--- src/host_port_pkg.sv ---
// shared constants for the converter's parallel host port
package host_port_pkg;
  localparam int DATA_W = 16;
  // internal clock is sys_clk divided by this ratio; strobe lasts half a period
  localparam int INTERNAL_CLOCK_DIV = 4;
  localparam int STROBE_CYCLES = INTERNAL_CLOCK_DIV / 2;
  localparam int DIV_W = 3;
  // internal clock periods per conversion result
  localparam int DECIM_RATIO = 8;
  localparam int DECIM_W = 4;
  localparam logic [DIV_W-1:0] DIV_ZERO = 3'h0;
  localparam logic [DECIM_W-1:0] DECIM_ZERO = 4'h0;
  localparam logic [DATA_W-1:0] DATA_ZERO = 16'h0000;
  typedef enum logic [1:0] {
    ST_DOWN = 2'b00,
    ST_RUN = 2'b01
  } run_state_t;
endpackage : host_port_pkg

--- src/strobe_gen.sv ---
// one-shot generator for the active-low sample-ready strobe
`timescale 1ns/100ps
module strobe_gen (
  // clock and reset
  input wire logic sys_clk,
  input wire logic rst,
  // trigger and strobe
  input wire logic fire,
  output logic sampleReadyN
);
  import host_port_pkg::*;

  logic [DIV_W-1:0] widthCnt_reg;

  always_ff @(posedge sys_clk or posedge rst) begin
    if (rst) begin
      widthCnt_reg <= DIV_ZERO;
    end else if (fire) begin
      widthCnt_reg <= DIV_W'(STROBE_CYCLES);
    end else if (widthCnt_reg != DIV_ZERO) begin
      widthCnt_reg <= widthCnt_reg - 3'h1;
    end
  end

  assign sampleReadyN = (widthCnt_reg == DIV_ZERO);

  a_strobe_width: assert property (@(posedge sys_clk) disable iff (rst)
    $fell(sampleReadyN) |-> !sampleReadyN [*2] ##1 sampleReadyN)
    else $error("strobe width not half an internal clock period");
endmodule : strobe_gen

--- src/adc_host_port.sv ---
// parallel host port of the converter: reset, filter sync, data bus, ready strobe
`timescale 1ns/100ps
module adc_host_port (
  // clock and system reset
  input wire logic sys_clk,
  input wire logic rst,
  // device pins from the host
  input wire logic resetN,
  input wire logic syncN,
  input wire logic selectN,
  input wire logic readWriteN,
  // parallel data lines, split into three signals
  input wire logic [host_port_pkg::DATA_W-1:0] dataIn,
  output logic [host_port_pkg::DATA_W-1:0] dataOut,
  output logic dataOeN,
  // sample-ready strobe
  output logic sampleReadyN,
  // converter core side
  input wire logic [host_port_pkg::DATA_W-1:0] sampleData,
  output logic [host_port_pkg::DATA_W-1:0] writeData,
  output logic writeStrobe,
  output logic poweredDown
);
  import host_port_pkg::*;

  run_state_t state_reg;
  logic resetPin_reg;
  logic syncPin_reg;
  logic writeSeen_reg;
  logic [DIV_W-1:0] divCnt_reg;
  logic [DECIM_W-1:0] decimCnt_reg;
  logic [DATA_W-1:0] result_reg;
  logic [DATA_W-1:0] writeData_reg;
  logic resetFall;
  logic syncFall;
  logic iclkTick;
  logic resultDone;
  logic isRead;
  logic isWrite;
  logic strobeRawN;

  // one decoder for both access kinds keeps read and write exclusive
  function automatic logic accessIs(input logic selN, input logic rwN, input logic wr);
    return !selN && (rwN == wr);
  endfunction : accessIs

  assign resetFall = resetPin_reg && !resetN;
  assign syncFall = syncPin_reg && !syncN;
  assign isRead = accessIs(selectN, readWriteN, 1'b0);
  assign isWrite = accessIs(selectN, readWriteN, 1'b1);

  // previous pin levels for edge detection; inputs are synchronous
  always_ff @(posedge sys_clk or posedge rst) begin
    if (rst) begin
      resetPin_reg <= 1'b1;
      syncPin_reg <= 1'b1;
    end else begin
      resetPin_reg <= resetN;
      syncPin_reg <= syncN;
    end
  end

  // low level alone holds reset, so a part started low stays down too
  always_ff @(posedge sys_clk or posedge rst) begin
    if (rst) begin
      state_reg <= ST_DOWN;
    end else begin
      case (state_reg)
        ST_DOWN: begin
          if (resetN) begin
            state_reg <= ST_RUN;
          end
        end
        ST_RUN: begin
          if (resetFall || !resetN) begin
            state_reg <= ST_DOWN;
          end
        end
        default: begin
          state_reg <= ST_DOWN;
        end
      endcase
    end
  end

  assign poweredDown = (state_reg != ST_RUN);

  // internal clock divider
  always_ff @(posedge sys_clk or posedge rst) begin
    if (rst) begin
      divCnt_reg <= DIV_ZERO;
    end else if (poweredDown || !resetN) begin
      divCnt_reg <= DIV_ZERO;
    end else if (divCnt_reg == DIV_W'(INTERNAL_CLOCK_DIV - 1)) begin
      divCnt_reg <= DIV_ZERO;
    end else begin
      divCnt_reg <= divCnt_reg + 3'h1;
    end
  end

  assign iclkTick = !poweredDown && resetN && (divCnt_reg == DIV_W'(INTERNAL_CLOCK_DIV - 1));

  // decimation filter phase; sync restarts it so several parts align
  always_ff @(posedge sys_clk or posedge rst) begin
    if (rst) begin
      decimCnt_reg <= DECIM_ZERO;
    end else if (poweredDown || !resetN || syncFall) begin
      decimCnt_reg <= DECIM_ZERO;
    end else if (iclkTick) begin
      if (decimCnt_reg == DECIM_W'(DECIM_RATIO - 1)) begin
        decimCnt_reg <= DECIM_ZERO;
      end else begin
        decimCnt_reg <= decimCnt_reg + 4'h1;
      end
    end
  end

  assign resultDone = iclkTick && !syncFall &&
    (decimCnt_reg == DECIM_W'(DECIM_RATIO - 1));

  // result latch feeding the bus
  always_ff @(posedge sys_clk or posedge rst) begin
    if (rst) begin
      result_reg <= DATA_ZERO;
    end else if (poweredDown || !resetN) begin
      result_reg <= DATA_ZERO;
    end else if (resultDone) begin
      result_reg <= sampleData;
    end
  end

  strobe_gen u_strobe (
    .sys_clk(sys_clk),
    .rst(rst),
    .fire(resultDone),
    .sampleReadyN(strobeRawN)
  );

  // reset cuts a strobe in flight; the one-shot simply runs out behind the gate
  assign sampleReadyN = strobeRawN || poweredDown || !resetN;

  // bus driver: released unless a read is in progress while not powered down; a low reset pin drops it at once
  assign dataOut = result_reg;
  assign dataOeN = !(isRead && resetN && !poweredDown);

  // write capture: one strobe per select-low write access
  always_ff @(posedge sys_clk or posedge rst) begin
    if (rst) begin
      writeData_reg <= DATA_ZERO;
      writeSeen_reg <= 1'b0;
    end else if (poweredDown || !resetN) begin
      writeData_reg <= DATA_ZERO;
      writeSeen_reg <= 1'b0;
    end else begin
      writeSeen_reg <= isWrite;
      if (isWrite) begin
        writeData_reg <= dataIn;
      end
    end
  end

  assign writeData = writeData_reg;
  assign writeStrobe = writeSeen_reg && selectN;

  // a strobe cut by the reset pin is allowed; one that is missing is not
  a_reset_down: assert property (@(posedge sys_clk) disable iff (rst)
    !resetN |=> poweredDown)
    else $error("part not powered down after reset low");
  a_reset_hold: assert property (@(posedge sys_clk) disable iff (rst)
    !resetN |-> sampleReadyN && dataOeN)
    else $error("activity while reset held low");
  a_sync_restart: assert property (@(posedge sys_clk) disable iff (rst)
    syncFall && resetN && !poweredDown |=> decimCnt_reg == DECIM_ZERO)
    else $error("filter not restarted by sync");
  a_read_drive: assert property (@(posedge sys_clk) disable iff (rst)
    isRead && resetN && !poweredDown |-> !dataOeN && dataOut == result_reg)
    else $error("read without bus drive");
  a_write_take: assert property (@(posedge sys_clk) disable iff (rst)
    isWrite && resetN && !poweredDown |=> writeData == $past(dataIn))
    else $error("write data not taken");
  a_bus_release: assert property (@(posedge sys_clk) disable iff (rst)
    (selectN || readWriteN) |-> dataOeN)
    else $error("bus driven outside a read");
  a_result_strobe: assert property (@(posedge sys_clk) disable iff (rst)
    resultDone |=> (!sampleReadyN || poweredDown || !resetN) [*2] ##1 sampleReadyN)
    else $error("result without strobe");
  a_strobe_cause: assert property (@(posedge sys_clk) disable iff (rst)
    $fell(sampleReadyN) |-> $past(resultDone))
    else $error("strobe without new result");

  // power-down, write capture, filter phase, result latch and strobe
  a_down_quiet: assert property (@(posedge sys_clk) disable iff (rst)
    poweredDown |-> sampleReadyN && dataOeN)
    else $error("strobe or bus active while powered down");
  a_reset_clear: assert property (@(posedge sys_clk) disable iff (rst)
    !resetN |=> writeData == DATA_ZERO && dataOut == DATA_ZERO)
    else $error("data state not cleared by reset pin");
  a_run_entry: assert property (@(posedge sys_clk) disable iff (rst)
    poweredDown && resetN |=> !poweredDown)
    else $error("part stays down after reset pin released");
  a_write_ignored: assert property (@(posedge sys_clk) disable iff (rst)
    isWrite && (poweredDown || !resetN) |=> writeData == DATA_ZERO)
    else $error("write taken while in reset");
  a_write_pulse: assert property (@(posedge sys_clk) disable iff (rst)
    writeStrobe |=> !writeStrobe)
    else $error("write strobe longer than one cycle");
  a_sync_hold: assert property (@(posedge sys_clk) disable iff (rst)
    syncFall && resetN && !poweredDown |=> !resultDone [*8])
    else $error("result too soon after sync");
  a_result_load: assert property (@(posedge sys_clk) disable iff (rst)
    resultDone |=> dataOut == $past(sampleData))
    else $error("new result not latched");
  a_strobe_single: assert property (@(posedge sys_clk) disable iff (rst)
    resultDone |-> sampleReadyN)
    else $error("new result while strobe in flight");
endmodule : adc_host_port

--- config.mk ---
export PLATFORM = sky130hd
export DESIGN_NAME = adc_host_port
export DESIGN_NICKNAME = d
export VERILOG_FILES = /design/src/host_port_pkg.sv /design/src/strobe_gen.sv /design/src/adc_host_port.sv
export SDC_FILE = /design/constraint.sdc
export NUM_CORES = 1
export LEC_CHECK = 0
export BUFFER_PORTS_ARGS = -buffer_cell sky130_fd_sc_hd__buf_2
export CAP_MARGIN = 10
export CORE_UTILIZATION = 54
export CTS_BUF_LIST = sky130_fd_sc_hd__clkbuf_8
export DETAILED_ROUTE_END_ITERATION = 10
export PLACE_DENSITY = 0.87
export SLEW_MARGIN = 20
export SYNTH_ARGS = -nofsm -noshare
export SYNTH_HDL_FRONTEND = slang
export SYNTH_SLANG_ARGS = --single-unit
--- constraint.sdc ---
create_clock -name sys_clk -period 3.7 [get_ports sys_clk]
set_input_delay 0.74 -clock sys_clk [delete_from_list [all_inputs] [get_ports sys_clk]]
set_output_delay 0.74 -clock sys_clk [all_outputs]
set_load 0.005 [all_outputs]
==> flow_metrics.tcl <==
set metrics [dict create \
    drc_errors 0 \
    layout_min_cycle_time_ns 2.27 \
    status "complete, no violations" \
    hold_violations 0 \
    fmax_mhz 440 \
    yosys_warnings 0 \
    cp_max_fo 24 \
    slew_viol_final 0 \
    coreArea_um2 3390 \
    layout.nets 282 \
    hold_class "reg2reg" \
    cellPowerDensity_nw_per_um2 417 \
    track_usage_pct 22.8 \
    ios 74 \
    clockBufferDepth 2 \
    ctsHoldBuffers 0 \
    rsz0062_at_grt "no" \
    num_vias 1559 \
    yosys.cell_types.count 28 \
    grt_pass1_vias 1399 \
    areaGrowthSynthToFinish_pct 23.0 \
    critPathLaunchType "primary input" \
    skew_ns 0.00667 \
    fin_setup_tns_ns 0 \
    grt_remaining_overflow 0 \
    power.leakage_nw 1.29 \
    cts_buffers 5 \
    floorplan.initialDensity_pct 57.4 \
    synth_area_um2 1950 \
    antenna_found_initial 0 \
    die-width_um 62.0 \
    cts_tree "done" \
    synth.net_count 214 \
    port_buffers 73 \
    drtIter0Drc 49 \
    synth_area_per_cell_um2 11.4 \
    n_antenna_cell 0 \
    finalSetupViolCount 0 \
    syn-instance-count 171 \
    path_class "in2reg" \
    clk_latency_ns 0.30 \
    tightest_slew_ns 0.883 \
    synth-seq-cells 45 \
    wl_per_cell_um 14.6 \
    grt_max_degree 46 \
    root_buffer "clkbuf_8" \
    htreeDepth 2 \
    ir_drop_mv 0.265 \
    grt_first_pass_wirelength_mm 6.20 \
    cp-end-kind "flip-flop" \
    post-cts-setup-buffers 0 \
    worstPathArrival_ns 2.49 \
    gp_congestion 0.736 \
    postRouteAntennaNets 0 \
    clock-sinks 45 \
    fin_crit_sh_pct 61.4 \
    required_ns 3.92 \
    ys_seq_area_share_pct 57.9 \
    die_area_um2 3850 \
    p_total_mw 0.997 \
    viasPerCell 5.45 \
    cts_resized 0 \
    maxCapViolCount 0 \
    wl_mm 4.17 \
    slew_headroom_pct 41.0 \
    clkSlewWorstSetupHoldPaths_ns 0.08 \
    num_rows 21 \
    die_y_um 62.0 \
    place_hpwl_mm 2.87 \
    drt_pass1_iterations 4 \
    drive_gt1_share_pct 39.2 \
]
## cells in the final DEF (no fill, tap or decap), drive strengths merged
cell,Yosys,layout
dfrtp,44,44
a211o,1,1
nor2,8,8
a21boi,1,1
and3,3,3
or4,1,1
nand3b,2,2
clkbuf,6,7
nand2,21,21
mux2i,3,3
nand3,2,2
nand4,15,15
a22o,16,16
o21ai,16,16
ha,5,5
and2,2,2
dfstp,1,1
and4bb,1,1
inv,7,7
clkinv,0,1
nand2b,2,2
buf,7,74
a21oi,3,3
xor2,3,3
or2,1,1
## critical path, cell delays in order
cell and delay (ns):
buf_2 0.10, ha_1 0.14, buf_4 0.24, and4bb_1 0.59
and3_4 0.45, mux2i_1 0.22
## layer usage
metal,vias to the layer above,GRT usage (%),wire length (µm)
met5,-,0,0
met2,68,35.4,2040
met4,0,8.89,90
met1,743,29.7,1750
met3,10,7.45,287
li1,738,-,-
## synth_stat cells, drive strengths merged
cell    number  area (µm²)
or2          1        6.26
and2         2        12.5
ha           5        62.6
nor2         8        30.0
clkbuf       6        22.5
nand4       15        93.8
o21ai       16         110
inv          7        26.3
a21boi       1        11.3
nand3        2        10.0
and3         3        23.8
xor2         3        26.3
mux2i        3        30.0
dfstp        1        26.3
or4          1        7.51
a21oi        3        15.0
nand3b       2        15.0
nand2       21        78.8
a211o        1        8.76
nand2b       2        12.5
a22o        16         140
buf          7        62.6
dfrtp       44        1100
and4bb       1        12.5
## through the flow
step                      utilization, %  cell area [µm²]  std cells  setup WS [ns]  hold WS [ns]
final                               70.6             2390        286           1.43         0.452
after global routing                70.6             2390        286           1.31         0.476
after CTS                           70.6             2390        286           1.42         0.446
after detailed placement            67.6             2290        278           1.12         0.430
after global placement              67.6             2290        278           1.22         0.422
after floorplan                        -             1950        171           1.79         0.407
## final timing paths
kind,end,cells past startpoint,from,slack (ns)
setup / recovery,dataOut[0]$_DFFE_PP0P_,6,resetN,1.43
min in group asynchronous,writeData[6]$_DFFE_PP0P_,2,rst,0.63
max in group asynchronous,writeData[10]$_DFFE_PP0P_,2,rst,2.52
hold / removal,divCnt_reg[0]$_DFF_PP0_,1,divCnt_reg[0]$_DFF_PP0_,0.45
setup reg to reg,dataOut[0]$_DFFE_PP0P_,5,state_reg[0]$_DFFE_PP0P_,1.51
hold reg to reg,divCnt_reg[0]$_DFF_PP0_,1,divCnt_reg[0]$_DFF_PP0_,0.45
## power by group
part	total (mW)	leakage (nW)	internal, mW	switching (mW)
Combinational	0.139	0.616	0.0559	0.0835
Sequential	0.534	0.619	0.516	0.0180
Clock	0.323	0.0542	0.169	0.155
## logic make-up (layout without fill, tap and decap cells)
logic type	after synthesis	in the layout	share of synthesized area, %
multiplexers	3	3	1.54
AND/OR/NAND/NOR	58	58	15.6
flip-flops	45	45	57.9
buffers and inverters	20	89	5.72
AO/OA/AOI/OAI	37	37	14.7
adder cells (fa/ha/maj)	5	5	3.22
XOR/XNOR	3	3	1.35
## layout make-up
class / count / area (µm²)
inverters: 7 / 26.3
flip-flops and latches: 45 / 1130
well taps: 46 / 57.6
clock inverters: 1 / 5.00
repair buffers: 74 / 373
clock buffers: 7 / 96.3
multi-input cells: 106 / 707
fillers: 255 / 997
No activity file was read; power rests on OpenSTA's default activity.
